File: src/ascf_map.svh
`ifndef ASCF_MAP_SVH
`define ASCF_MAP_SVH
// Register byte offsets
`define ASCF_CTRL_OFF    12'h000
`define ASCF_DIV_OFF     12'h004
`define ASCF_TXDATA_OFF  12'h008
`define ASCF_RXDATA_OFF  12'h00C
`define ASCF_STATUS_OFF  12'h010
`define ASCF_IRQ_OFF     12'h014
`define ASCF_MASK_OFF    12'h018
// Control field positions
`define ASCF_CTRL_EIGHT  0
`define ASCF_CTRL_PAR_LO 1
`define ASCF_CTRL_PAR_HI 3
`define ASCF_CTRL_STOP2  4
`define ASCF_CTRL_TXEN   5
`define ASCF_CTRL_RXEN   6
// Reset values
`define ASCF_CTRL_RST    32'h00000061
`define ASCF_DIV_RST     16'h000D
// Event bits
`define ASCF_EV_TXDONE   0
`define ASCF_EV_RXDONE   1
`define ASCF_EV_PARERR   2
`define ASCF_EV_FRMERR   3
`define ASCF_EV_OVERRUN  4
// Oversampling ticks per bit
`define ASCF_OVS         16
`endif

File: src/ascf_pkg.sv
package ascf_pkg;
  // Parity modes
  typedef enum logic [2:0] {
    ASCF_PAR_NONE  = 3'h0,
    ASCF_PAR_EVEN  = 3'h1,
    ASCF_PAR_ODD   = 3'h2,
    ASCF_PAR_SPACE = 3'h3,
    ASCF_PAR_MARK  = 3'h4
  } ascf_par_t;
  // Serial engine states, one-hot
  typedef enum logic [4:0] {
    ASCF_IDLE  = 5'h01,
    ASCF_START = 5'h02,
    ASCF_DATA  = 5'h04,
    ASCF_PAR   = 5'h08,
    ASCF_STOP  = 5'h10
  } ascf_state_t;
endpackage

File: src/ascf_tick_if.sv
interface ascf_tick_if;
  logic        tick;
  logic [15:0] divisor;
  modport gen (input divisor, output tick);
  modport use_ (output divisor, input tick);
endinterface

File: src/ascf_tick_gen.sv
module ascf_tick_gen
  import ascf_pkg::*;
(
  // Clock and reset
  input  wire logic pclk,
  input  wire logic presetn,
  // Timebase
  ascf_tick_if.gen  tb
);
  logic [15:0] count;
  wire         wrap = (count == 16'h0000);

  // Oversample tick: one pulse every divisor+1 cycles
  always_ff @(posedge pclk or negedge presetn) begin
    if (!presetn) begin
      count <= 16'h0000;
    end else begin
      count <= wrap ? tb.divisor : count - 16'h0001;
    end
  end

  assign tb.tick = wrap;
endmodule

File: src/ascf_framer.sv
// Functional notes
// - Data bits go out and come in least significant bit first.
// - Transmit line rests at logic 1 when no character is sent.
// - Each character starts with exactly one start bit at logic 0.
// - Each character ends with one or two stop bits at logic 1.
// - Falling edge of idle line starts receive timing of a character.
// - Idle gaps of any length between characters are allowed.
// - Character length is 7 or 8 data bits; 7 sends low seven.
// - Optional parity bit sits between last data bit and stop bit.
// - No-parity mode sends and checks no parity bit.
// - Even parity bit is 1 when data holds an odd number of ones.
// - Odd parity makes data plus parity ones count odd.
// - Space parity always sends parity bit as 0.
// - Mark parity always sends parity bit as 1.
// - One line state per bit, so bit rate equals baud rate.
//
// Added by the designer: the address map and the APB slave port.
`include "ascf_map.svh"
module ascf_framer
  import ascf_pkg::*;
(
  // Clock and reset
  input  wire logic        pclk,
  input  wire logic        presetn,
  // APB slave
  input  wire logic        psel,
  input  wire logic        penable,
  input  wire logic        pwrite,
  input  wire logic [11:0] paddr,
  input  wire logic [31:0] pwdata,
  output logic      [31:0] prdata,
  output logic             pready,
  output logic             pslverr,
  // Serial line
  input  wire logic        rx_line,
  output logic             tx_line,
  // Interrupt
  output logic             irq
);
  localparam int OVS = `ASCF_OVS;
  localparam logic [3:0] OVS_LAST = 4'(OVS - 1);
  localparam logic [3:0] OVS_MID  = 4'(OVS / 2 - 1);

  ascf_tick_if tb ();
  ascf_tick_gen u_tick (.pclk(pclk), .presetn(presetn), .tb(tb));

  // Registers
  logic [6:0]  ctrl;
  logic [15:0] divisor;
  logic [4:0]  irq_stat;
  logic [4:0]  irq_mask;
  logic [7:0]  tx_hold;
  logic        tx_full;
  logic [7:0]  rx_hold;
  logic        rx_full;
  logic        tx_busy;
  logic        rx_busy;

  // Control decode
  wire         eight    = ctrl[`ASCF_CTRL_EIGHT];
  wire         stop2    = ctrl[`ASCF_CTRL_STOP2];
  wire         tx_en    = ctrl[`ASCF_CTRL_TXEN];
  wire         rx_en    = ctrl[`ASCF_CTRL_RXEN];
  wire [2:0]   par_raw  = ctrl[`ASCF_CTRL_PAR_HI:`ASCF_CTRL_PAR_LO];
  wire         par_on   = (par_raw != ASCF_PAR_NONE) && (par_raw <= ASCF_PAR_MARK);
  wire [3:0]   last_bit = eight ? 4'h7 : 4'h6;
  assign tb.divisor = divisor;

  // APB decode; no wait states, unmapped addresses read zero and error
  wire         acc      = psel && penable;
  wire         wr       = acc && pwrite;
  wire         rd       = acc && !pwrite;
  wire         hit_ctrl = (paddr == `ASCF_CTRL_OFF);
  wire         hit_div  = (paddr == `ASCF_DIV_OFF);
  wire         hit_tx   = (paddr == `ASCF_TXDATA_OFF);
  wire         hit_rx   = (paddr == `ASCF_RXDATA_OFF);
  wire         hit_st   = (paddr == `ASCF_STATUS_OFF);
  wire         hit_irq  = (paddr == `ASCF_IRQ_OFF);
  wire         hit_msk  = (paddr == `ASCF_MASK_OFF);
  wire         mapped   = hit_ctrl | hit_div | hit_tx | hit_rx | hit_st | hit_irq | hit_msk;
  wire [31:0]  status   = {26'h0, rx_full, tx_full, 4'h0} | {30'h0, rx_busy, tx_busy};
  assign pready  = 1'b1;
  assign pslverr = acc && !mapped;

  // Read mux; write-only and unmapped words read zero
  always_comb begin
    prdata = 32'h00000000;
    if (rd) begin
      unique case (1'b1)
        hit_ctrl: prdata = {25'h0, ctrl};
        hit_div:  prdata = {16'h0, divisor};
        hit_rx:   prdata = {24'h0, rx_hold};
        hit_st:   prdata = status;
        hit_irq:  prdata = {27'h0, irq_stat};
        hit_msk:  prdata = {27'h0, irq_mask};
        default:  prdata = 32'h00000000;
      endcase
    end
  end

  // Transmitter
  ascf_state_t tx_state;
  logic [3:0]  tx_ovs;
  logic [3:0]  tx_idx;
  logic [7:0]  tx_shift;
  logic        tx_par;
  logic        tx_stop_n;
  assign tx_busy = (tx_state != ASCF_IDLE);
  wire         tx_bit_end = tb.tick && (tx_ovs == OVS_LAST);
  wire [7:0]   tx_data  = eight ? tx_hold : {1'b0, tx_hold[6:0]};
  wire         tx_ones  = ^tx_data;
  logic        par_gen;
  // Parity to send; codes 5 to 7 act as no parity
  always_comb begin
    unique case (par_raw)
      ASCF_PAR_EVEN:  par_gen = tx_ones;
      ASCF_PAR_ODD:   par_gen = ~tx_ones;
      ASCF_PAR_SPACE: par_gen = 1'b0;
      ASCF_PAR_MARK:  par_gen = 1'b1;
      default:        par_gen = 1'b1;
    endcase
  end
  // Load only on a tick so the start bit is a full bit long
  wire         tx_load  = (tx_state == ASCF_IDLE) && tx_full && tx_en && tb.tick;
  wire         tx_done  = (tx_state == ASCF_STOP) && tx_bit_end && !tx_stop_n;

  // Serial state machine; idle gaps last as long as the holding slot is empty
  always_ff @(posedge pclk or negedge presetn) begin
    if (!presetn) begin
      tx_state  <= ASCF_IDLE;
      tx_ovs    <= 4'h0;
      tx_idx    <= 4'h0;
      tx_shift  <= 8'h00;
      tx_par    <= 1'b0;
      tx_stop_n <= 1'b0;
      tx_line   <= 1'b1;
    end else begin
      if (tb.tick) begin
        tx_ovs <= (tx_state == ASCF_IDLE) ? 4'h0 : tx_ovs + 4'h1;
      end
      unique case (tx_state)
        ASCF_IDLE: begin
          tx_line <= 1'b1;
          if (tx_load) begin
            tx_shift <= tx_data;
            tx_par   <= par_gen;
            tx_idx   <= 4'h0;
            tx_line  <= 1'b0;
            tx_state <= ASCF_START;
          end
        end
        ASCF_START: if (tx_bit_end) begin
          tx_line  <= tx_shift[0];
          tx_shift <= {1'b0, tx_shift[7:1]};
          tx_state <= ASCF_DATA;
        end
        ASCF_DATA: if (tx_bit_end) begin
          if (tx_idx == last_bit) begin
            tx_line   <= par_on ? tx_par : 1'b1;
            tx_stop_n <= stop2;
            tx_state  <= par_on ? ASCF_PAR : ASCF_STOP;
          end else begin
            tx_line  <= tx_shift[0];
            tx_shift <= {1'b0, tx_shift[7:1]};
            tx_idx   <= tx_idx + 4'h1;
          end
        end
        ASCF_PAR: if (tx_bit_end) begin
          tx_line  <= 1'b1;
          tx_state <= ASCF_STOP;
        end
        ASCF_STOP: if (tx_bit_end) begin
          if (tx_stop_n) begin
            tx_stop_n <= 1'b0;
          end else begin
            tx_state <= ASCF_IDLE;
          end
        end
        default: tx_state <= ASCF_IDLE;
      endcase
    end
  end

  // Receiver
  ascf_state_t rx_state;
  logic [3:0]  rx_ovs;
  logic [3:0]  rx_idx;
  logic [7:0]  rx_shift;
  logic        rx_prev;
  assign rx_busy = (rx_state != ASCF_IDLE);
  wire         rx_mid   = tb.tick && (rx_ovs == OVS_MID);
  wire         rx_fall  = rx_prev && !rx_line;
  wire [7:0]   rx_data  = eight ? rx_shift : {1'b0, rx_shift[7:1]};
  logic        par_exp;
  // Parity the received character should carry
  always_comb begin
    unique case (par_raw)
      ASCF_PAR_EVEN:  par_exp = ^rx_data;
      ASCF_PAR_ODD:   par_exp = ~^rx_data;
      ASCF_PAR_SPACE: par_exp = 1'b0;
      default:        par_exp = 1'b1;
    endcase
  end
  logic        ev_par;
  logic        ev_frm;
  logic        ev_rx;

  // Edge hunt, then centre sampling; character framed from its own edge
  always_ff @(posedge pclk or negedge presetn) begin
    if (!presetn) begin
      rx_state <= ASCF_IDLE;
      rx_ovs   <= 4'h0;
      rx_idx   <= 4'h0;
      rx_shift <= 8'h00;
      rx_prev  <= 1'b1;
      ev_par   <= 1'b0;
      ev_frm   <= 1'b0;
      ev_rx    <= 1'b0;
    end else begin
      rx_prev <= rx_line;
      ev_par  <= 1'b0;
      ev_frm  <= 1'b0;
      ev_rx   <= 1'b0;
      if (tb.tick) begin
        rx_ovs <= rx_ovs + 4'h1;
      end
      unique case (rx_state)
        ASCF_IDLE: if (rx_fall && rx_en) begin
          rx_ovs   <= 4'h0;
          rx_idx   <= 4'h0;
          rx_state <= ASCF_START;
        end
        ASCF_START: if (rx_mid) begin
          rx_state <= rx_line ? ASCF_IDLE : ASCF_DATA;
        end
        ASCF_DATA: if (rx_mid) begin
          rx_shift <= {rx_line, rx_shift[7:1]};
          rx_idx   <= rx_idx + 4'h1;
          if (rx_idx == last_bit) begin
            rx_state <= par_on ? ASCF_PAR : ASCF_STOP;
          end
        end
        ASCF_PAR: if (rx_mid) begin
          ev_par   <= (rx_line != par_exp);
          rx_state <= ASCF_STOP;
        end
        ASCF_STOP: if (rx_mid) begin
          ev_frm   <= !rx_line;
          ev_rx    <= 1'b1;
          rx_state <= ASCF_IDLE;
        end
        default: rx_state <= ASCF_IDLE;
      endcase
    end
  end

  // Holding registers; a new character beats a same-cycle read
  wire ev_ovr = ev_rx && rx_full && !(rd && hit_rx);
  always_ff @(posedge pclk or negedge presetn) begin
    if (!presetn) begin
      tx_hold <= 8'h00;
      tx_full <= 1'b0;
      rx_hold <= 8'h00;
      rx_full <= 1'b0;
    end else begin
      if (wr && hit_tx && !tx_full) begin
        tx_hold <= pwdata[7:0];
      end
      tx_full <= (tx_full && !tx_load) || (wr && hit_tx);
      if (ev_rx) begin
        rx_hold <= rx_data;
      end
      rx_full <= ev_rx || (rx_full && !(rd && hit_rx));
    end
  end

  // Config registers
  always_ff @(posedge pclk or negedge presetn) begin
    if (!presetn) begin
      ctrl     <= 7'(`ASCF_CTRL_RST);
      divisor  <= `ASCF_DIV_RST;
      irq_mask <= 5'h00;
    end else begin
      if (wr && hit_ctrl) ctrl <= pwdata[6:0];
      if (wr && hit_div) divisor <= pwdata[15:0];
      if (wr && hit_msk) irq_mask <= pwdata[4:0];
    end
  end

  // Sticky events, write one to clear; a new event wins over the clear
  wire [4:0] ev_set = {ev_ovr, ev_frm, ev_par, ev_rx, tx_done};
  wire [4:0] ev_clr = (wr && hit_irq) ? pwdata[4:0] : 5'h00;
  always_ff @(posedge pclk or negedge presetn) begin
    if (!presetn) begin
      irq_stat <= 5'h00;
    end else begin
      irq_stat <= ev_set | (irq_stat & ~ev_clr);
    end
  end

  // Level output, high while an unmasked event is pending
  assign irq = |(irq_stat & irq_mask);
endmodule

File: config.mk
export PLATFORM = sky130hd
export DESIGN_NAME = ascf_framer
export DESIGN_NICKNAME = d
export VERILOG_FILES = /design/src/ascf_pkg.sv /design/src/ascf_tick_if.sv /design/src/ascf_tick_gen.sv /design/src/ascf_framer.sv
export VERILOG_INCLUDE_DIRS = /design/src
export SDC_FILE = /design/constraint.sdc
export NUM_CORES = 1
export LEC_CHECK = 0
export ABC_CLOCK_PERIOD_IN_PS = 3950
export BUFFER_PORTS_ARGS = -buffer_cell sky130_fd_sc_hd__buf_2
export CAP_MARGIN = 0
export CORE_UTILIZATION = 50
export CTS_BUF_LIST = sky130_fd_sc_hd__clkbuf_8 sky130_fd_sc_hd__clkbuf_16
export DETAILED_ROUTE_END_ITERATION = 10
export HOLD_SLACK_MARGIN = 0.15
export PLACE_DENSITY = 0.8
export REMOVE_ABC_BUFFERS = 1
export SLEW_MARGIN = 20
export SYNTH_ARGS = -nofsm -noshare
export SYNTH_HDL_FRONTEND = slang
export SYNTH_SLANG_ARGS = --single-unit
File: constraint.sdc
create_clock -name pclk -period 3.95 [get_ports pclk]
set_clock_uncertainty 0.05 [all_clocks]
set_input_delay 0.79 -clock pclk [delete_from_list [all_inputs] [get_ports pclk]]
set_output_delay 0.79 -clock pclk [all_outputs]
set_load 0.02 [all_outputs]
# [Word-level counts from Yosys, hierarchy flattened]
# Index checks and enable logic that the tools add are counted.
[word_totals] reg_bits=116 inputBits=50 out_inout_bits=36 word_cells=196
[op_classes] addsub=5 magnitude_cmp=1 eq_ne=40 mux=59 n_bitwise=12 n_reduce_logical=55
[op_table] operator="case mux 16 bit (6 select lines)" n=1
[op_table] operator="two-way mux 5 bit" n=15
[op_table] operator="case mux 5 bit (5 select lines)" n=2
[op_table] operator="two-way mux 8 bit" n=6
[op_table] operator="== test 12 x 5 -> 1 bit, second input constant" n=3
[op_table] operator="two-way mux 4 bit" n=9
[op_table] operator="two-way mux 32 bit" n=1
[op_table] operator="!= test 2 bit, second input constant" n=14
[op_table] operator="logical AND 1 bit" n=25
[op_table] operator="== test 12 x 4 -> 1 bit, second input constant" n=2
[op_table] operator="case mux 8 bit (3 select lines)" n=1
[op_table] operator="adder 4 x 1 -> 4 bit, second input constant" n=4
[op_table] operator="zero test 16 bit" n=1
[op_table] operator="two-way mux 1 bit" n=16
[op_table] operator="two-way mux 16 bit" n=1
[op_table] operator="case mux 4 bit (2 select lines)" n=2
[op_table] operator="parity 8 bit" n=2
[op_table] operator="subtractor 16 x 1 -> 16 bit, second input constant" n=1
[op_table] operator="== test 12 x 3 -> 1 bit, second input constant" n=1
[op_table] operator="zero test 12 bit" n=1
[op_table] operator="AND reduction 4 bit" n=3
[op_table] operator="bitwise AND 5 bit" n=2
[op_table] operator="== test 5 x 1 -> 1 bit, second input constant" n=2
[op_table] operator="== test 5 x 2 -> 1 bit, second input constant" n=2
[op_table] operator="other kinds (32)" n=55

# [Logic depth before layout (Yosys ltp)]
# Gate-level depths: netlist of run 1.
[depth] depth_word=9 mapped_depth=10

# [Modules after synthesis]
# A second synthesis of run 1 with hierarchy kept.
[unflattened] cells_unflattened=604 area_unflattened_um2=6324.8
[by_module_without_submodules] mod="ascf_framer" instances=1 cells_per_inst=502 area_per_inst_um2=5388.9 seq_area_each_um2=2514.9
[by_module_without_submodules] mod="ascf_tick_gen" instances=1 cells_per_inst=102 area_per_inst_um2=935.9 seq_area_each_um2=400.4

# [Least setup slack after synthesis of run 1]
# Ideal clock, no wire load.
[synth_path] kind="input -> output" startpoint="input paddr[9]" endpoint="output prdata[0]" arrival_ns=2.271 t_required_ns=3.110 path_slack_ns=0.839 cell_stages=5 n_path_buf=0 cell_sequence="nor4_1 > nand2_1 > nor3_1 > nand3_1 > a31oi_1"
[synth_via] elab_chain_cells=3 elab_cells_between_ends=8 classes_between="eq/ne (5); mux (2); reduce/logical (1)"
[synth_lines] item="start, declared" line="ascf_framer.sv:29" rtl="input wire logic [11:0] paddr,"
[synth_lines] item="== test 12 x 5 -> 1 bit (no source line) (tied with other cells)"
[synth_lines] item="case mux 16 bit (6 select lines) *" line="ascf_framer.sv:89" rtl="unique case (1'b1)"
[synth_lines] item="two-way mux 32 bit *" line="ascf_framer.sv:88" rtl="if (rd) begin"
[synth_lines] item="end, declared" line="ascf_framer.sv:31" rtl="output logic [31:0] prdata,"
# Every way passes the cells marked *; elsewhere a longest branch is shown, timed or not.

# [Final worst setup path of run 1]
[layout_path] startpoint="input paddr[9]" endpoint="output prdata[10]"
# Same word-level chain as after synthesis.

==> results of run 1 <==
==> layout make-up <==
| class | instances | area share, % |
|---|---|---|
| Timing Repair Buffer | 58 | 4.44 |
| Clock inverter | 15 | 2.66 |
| Tap cell | 168 | 2.92 |
| Multi-Input combinational cell | 466 | 43.4 |
| Inverter | 5 | 0.260 |
| Sequential cell | 116 | 40.5 |
| Clock buffer | 17 | 5.90 |
==> kinds of logic after synthesis <==
group | share of synthesized area (%)
AO/OA/AOI/OAI | 11.5
XOR/XNOR | 5.83
adder cells (fa/ha/maj) | 1.20
buffers and inverters | 4.24
flip-flops | 46.6
multiplexers | 12.6
other | 0.120
AND/OR/NAND/NOR | 17.9
==> per-layer routing <==
metal / vias to the layer above / share of wire (%) / wire, um
met5: - / 0 / 0
met4: 0 / 1.7 / 244
met3: 27 / 5.4 / 764
met2: 160 / 52 / 7360
met1: 2447 / 41 / 5890
li1: 2276 / - / -
==> worst max-delay path, stage by stage <==
cell	delay (ps)
buf_2	100
nor4_1	360
nand2_1	250
or2_2	380
nor3_1	170
buf_4	180
and2_1	140
buf_2	160
==> synthesized netlist by cell type, types with 2 or more instances <==
cell type | instances | area [um2]
dfrtp_1 | 106 | 2650
nor2_1 | 62 | 233
mux2_2 | 49 | 552
nand2_1 | 42 | 158
a21oi_1 | 40 | 200
xnor2_1 | 25 | 219
nor3_1 | 21 | 105
o21ai_0 | 21 | 105
clkbuf_1 | 20 | 75.1
mux2i_1 | 20 | 200
buf_4 | 17 | 128
nand3_1 | 17 | 85.1
xor2_1 | 14 | 123
a31oi_1 | 13 | 81.3
and2_1 | 12 | 75.1
dfstp_2 | 10 | 263
nor4_1 | 9 | 56.3
nand2b_1 | 8 | 50.1
and3_1 | 7 | 43.8
nor3b_1 | 7 | 52.6
a22oi_1 | 6 | 45.0
ha_1 | 6 | 75.1
or2_2 | 6 | 37.5
a21o_1 | 5 | 37.5
inv_1 | 5 | 18.8
nand3b_1 | 5 | 37.5
nor2b_1 | 5 | 31.3
or3_1 | 4 | 25.0
a32o_1 | 3 | 30.0
a32oi_1 | 3 | 26.3
buf_1 | 3 | 11.3
nand4_1 | 3 | 18.8
nor4b_1 | 3 | 26.3
o31ai_1 | 3 | 22.5
a211oi_1 | 2 | 15.0
buf_2 | 2 | 10.0
buf_6 | 2 | 22.5
conb_1 | 2 | 7.51
nand4b_1 | 2 | 17.5
==> stage by stage <==
stage                     hold slack [ps]  std cells  total power, mW  worst slack, ps
after floorplan                       354        587             1.88              839
after detailed placement              374        813             2.07              607
after global placement                370        813             2.03              682
after CTS                             386        845             3.67              600
after global routing                  395        845             3.81              387
final                                 382        845             3.65              586
==> worst min path at each step <==
stage / endpoint / slack [ps] / depth (start not counted)
2_1_floorplan: irq_stat[2]$_DFF_PN0_ / 350 / 1
6_report: irq_stat[2]$_DFF_PN0_ / 380 / 1
4_1_cts: irq_stat[2]$_DFF_PN0_ / 390 / 1
3_3_place_gp: irq_stat[2]$_DFF_PN0_ / 370 / 1
3_5_place_dp: irq_stat[2]$_DFF_PN0_ / 370 / 1
5_1_grt: irq_stat[2]$_DFF_PN0_ / 390 / 1
==> registers in the layout, summed over array words and instances, names as in the netlist, 4 cells and up <==
register and flops:
divisor 16, u_tick.count 16, rx_hold 8, rx_shift 8
tx_hold 8, tx_shift 8, ctrl 7, irq_mask 5
irq_stat 5, rx_state 5, tx_state 5, rx_idx 4
rx_ovs 4, tx_idx 4, tx_ovs 4
==> power by group <==
part | total [mW] | switching [mW] | internal [mW]
sequential | 1.48 | 0.133 | 1.35
combinational | 0.574 | 0.325 | 0.249
clock | 1.60 | 0.550 | 1.05
total | 3.65 | 1.01 | 2.65
==> results.py, run 1 <==
metrics = {
    "critical_path": {
        "worstSetupStartpointType": "primary input",
        "worstSetupEndpointType": "output port",
        "ff2ff_setup_slack_ps": 910,
        "critPathMaxFanout": 8,
        "r2r_start": "u_tick.count[9]$_DFF_PN0_",
        "critPathKind": "primary input to output port",
        "reg2regPathDepth": 6,
        "crit_end": "prdata[10]",
        "cp.arrival_ps": 2520,
        "startpoint": "paddr[9]",
        "crit_required_ps": 3110,
        "reg2reg_to": "tx_shift[7]$_DFFE_PN0P_",
    },
    "power_and_ir_drop": {
        "powerDensity_nw_per_um2": 507,
        "power_leakage_nw": 3.32,
        "vdd_drop_max_mv": 0.339,
    },
    "grt": {
        "grt_overflow": 0,
        "grt_first_pass_wirelength_mm": 23.3,
        "grt_use_met1_pct": 28.3,
        "grtUsageMet3_pct": 6.22,
        "first_global_vias": 4711,
        "grtUsageTotal_pct": 23.3,
        "use_met2_pct": 40.7,
        "grt_max_degree": 76,
        "antenna_found_initial": 0,
        "top_usage_layer": "met2",
    },
    "yosys": {
        "syn_area_um2": 6250,
        "ys_seq_area_share_pct": 46.6,
        "synth_cells": 616,
        "postSynthAreaPerCell_um2": 10.1,
        "ys_warn_count": 0,
        "synth.distinct_cells": 65,
        "synth-main-ff-cell": "dfrtp_1",
        "synth-seq-cells": 116,
        "synthArstFlopShare_pct": 100,
        "synth_edf_count": 0,
    },
    "cts": {
        "path_clk_slew_ps": 50,
        "worstSkewPairLatency_ps": 410,
        "cts_buffers": 17,
        "h-tree-depth": 4,
        "tritoncts": "built",
        "hold_buffers": 0,
        "clk_path_buf_depth": 2,
        "cts-root-buf": "clkbuf_16",
        "cts.sinks": 116,
        "post_cts_buffers": 0,
        "ctsResizeCount": 0,
    },
    "floorplan": {
        "start_util_pct": 51.6,
        "die_w_um": 114,
        "rows": 40,
        "die_h_um": 114,
        "dieArea_um2": 13000,
        "core_um2": 12100,
        "io_pins": 86,
    },
    "sta": {
        "fmax_mhz": 297,
        "relSlewSlack_pct": 36.6,
        "period_needed_ps": 3360,
        "post-route-period-util_pct": 85.2,
        "worst_pin_slew_ps": 951,
        "rsz0062_at_grt": "false",
        "slew_viol_final": 0,
        "setup_viol": 0,
        "hold_viol": 0,
        "setup_tns_ps": 0,
    },
    "layout": {
        "final_cell_mix": "106 x dfrtp_1, 62 x nor2_1, 51 x buf_2, 49 x mux2_2, 42 x nand2_1",
        "final_util_pct": 59.5,
        "finalInstanceArea_um2": 7210,
        "final_common_cell": "dfrtp_1",
        "diodes": 0,
        "layout.nets": 720,
        "area_delta_synth_final_pct": 15.3,
        "regArea_um2": 2920,
        "drive_gt1_share_pct": 23.8,
        "multi_input_area_um2": 3130,
        "fill_cells": 957,
    },
    "run_status": {
        "status": "finished, final reports clean",
    },
    "drt": {
        "wl_per_cell_um": 16.9,
        "wl_mm": 14.3,
        "drtIter0Drc": 441,
        "antenna_left": 0,
        "vias": 4910,
        "vias_per_cell": 5.81,
        "dr.pass1.iters": 5,
        "drc_errors": 0,
    },
    "place": {
        "dp_hpwl_mm": 9.94,
        "numPortBuffers": 52,
        "placed_area_um2": 6590,
        "place_congestion": 0.929,
    },
    "min_path": {
        "hold_path.class": "register to register",
        "hp-start": "ev_par$_DFF_PN0_",
    },
    "job": {
        "cap_violations": 0,
    },
}
Note: power is estimated with default switching activity, not from simulation.
==> inputs of run 2 (changes only) <==
CORE_UTILIZATION = 29   (was 50)
PLACE_DENSITY = 0.55   (was 0.8)
==> results.py, run 2 (same netlist as run 1, synthesis figures left out) <==
metrics = {
    "run_status": {
        "status": "finished, final reports clean",
    },
    "critical_path": {
        "critPathKind": "primary input to output port",
        "cp.arrival_ps": 2590,
        "ff2ff_setup_slack_ps": 840,
        "worstSetupEndpointType": "output port",
        "critPathMaxFanout": 5,
        "worstSetupStartpointType": "primary input",
        "crit_required_ps": 3110,
    },
    "cts": {
        "clk_path_buf_depth": 2,
        "ctsResizeCount": 0,
        "worstSkewPairLatency_ps": 420,
        "post_cts_buffers": 0,
        "cts-root-buf": "clkbuf_16",
        "cts.sinks": 116,
        "h-tree-depth": 4,
        "cts_buffers": 17,
        "hold_buffers": 0,
        "path_clk_slew_ps": 60,
        "tritoncts": "built",
    },
    "drt": {
        "drtIter0Drc": 251,
        "vias_per_cell": 4.86,
        "dr.pass1.iters": 5,
        "wl_mm": 14.6,
        "vias": 4648,
        "antenna_left": 0,
        "wl_per_cell_um": 15.2,
        "drc_errors": 0,
    },
    "layout": {
        "layout.nets": 725,
        "area_delta_synth_final_pct": 18.6,
        "final_cell_mix": "106 x dfrtp_1, 62 x nor2_1, 51 x buf_2, 49 x mux2_2, 42 x nand2_1",
        "drive_gt1_share_pct": 24.5,
        "diodes": 0,
        "final_common_cell": "dfrtp_1",
        "final_util_pct": 35.1,
        "top_regs": "divisor x16, u_tick.count x16",
        "finalInstanceArea_um2": 7410,
    },
    "sta": {
        "hold_viol": 0,
        "worst_pin_slew_ps": 789,
        "setup_ws_ps": 522,
        "rsz0062_at_grt": "false",
        "setup_tns_ps": 0,
        "slew_viol_final": 0,
        "post-route-period-util_pct": 86.8,
        "relSlewSlack_pct": 47.0,
        "setup_viol": 0,
        "fmax_mhz": 292,
        "period_needed_ps": 3430,
    },
    "floorplan": {
        "dieArea_um2": 22100,
        "rows": 53,
        "die_h_um": 149,
        "die_w_um": 149,
        "core_um2": 21100,
        "io_pins": 86,
        "start_util_pct": 29.6,
    },
    "place": {
        "place_congestion": 0.794,
        "pre_cts_slack_ps": 565,
        "numPortBuffers": 52,
        "placed_area_um2": 6760,
        "dp_hpwl_mm": 10.4,
    },
    "power_and_ir_drop": {
        "vdd_drop_max_mv": 0.301,
        "power_leakage_nw": 3.35,
        "powerDensity_nw_per_um2": 507,
        "power_mw": 3.76,
    },
    "grt": {
        "grt_overflow": 0,
        "grt_max_degree": 62,
        "grtUsageTotal_pct": 13.9,
        "grt_first_pass_wirelength_mm": 23.7,
        "antenna_found_initial": 0,
        "first_global_vias": 4460,
    },
    "min_path": {
        "hold_path.class": "primary input to async pin",
    },
    "job": {
        "cap_violations": 0,
    },
}
run 2: worst paths after layout:
check | from | end | cells past startpoint
worst max register to register | u_tick.count[4]$_DFF_PN0_ | tx_shift[7]$_DFFE_PN0P_ | 6
worst min-delay path | presetn | rx_shift[3]$_DFFE_PN0P_ | 1
worst min register to register | ev_par$_DFF_PN0_ | irq_stat[2]$_DFF_PN0_ | 1
max in group asynchronous | presetn | rx_prev$_DFF_PN1_ | 2
worst max-delay path | paddr[1] | prdata[1] | 7
min in group pclk | ev_par$_DFF_PN0_ | irq_stat[2]$_DFF_PN0_ | 1
run 2: per-layer routing:
layer  GRT usage (%)  wire (um)
met1            19.2       7200
met2            21.1       6710
met3            3.61        538
met4            4.59        140
met5               0          0
run 2: cell type report:
type / count / area [um2]
clock buffers: 18 / 439
flip-flops and latches: 116 / 2920
clock inverters: 14 / 211
inverters: 5 / 18.8
multi-input cells: 466 / 3130
well taps: 275 / 344
repair buffers: 63 / 358
fillers: 2173 / 13700
run 2: where the power goes:
part | switching, mW | total (mW) | internal (mW)
Clock | 0.558 | 1.69 | 1.13
Combinational | 0.333 | 0.588 | 0.255
Sequential | 0.131 | 1.48 | 1.35
run 2: worst max-delay path, cell delays in order:
cell and delay, ps:
buf_2 130, nor3_1 360, nand2_1 230, nor3_1 450
a22oi_1 140, a31oi_1 280, buf_2 210
run 2: stage by stage:
stage / instances / hold WS [ps]
after CTS: 957 / 257
after detailed placement: 925 / 364
after floorplan: 587 / 354
final: 957 / 253
after global placement: 925 / 361
after global routing: 957 / 268
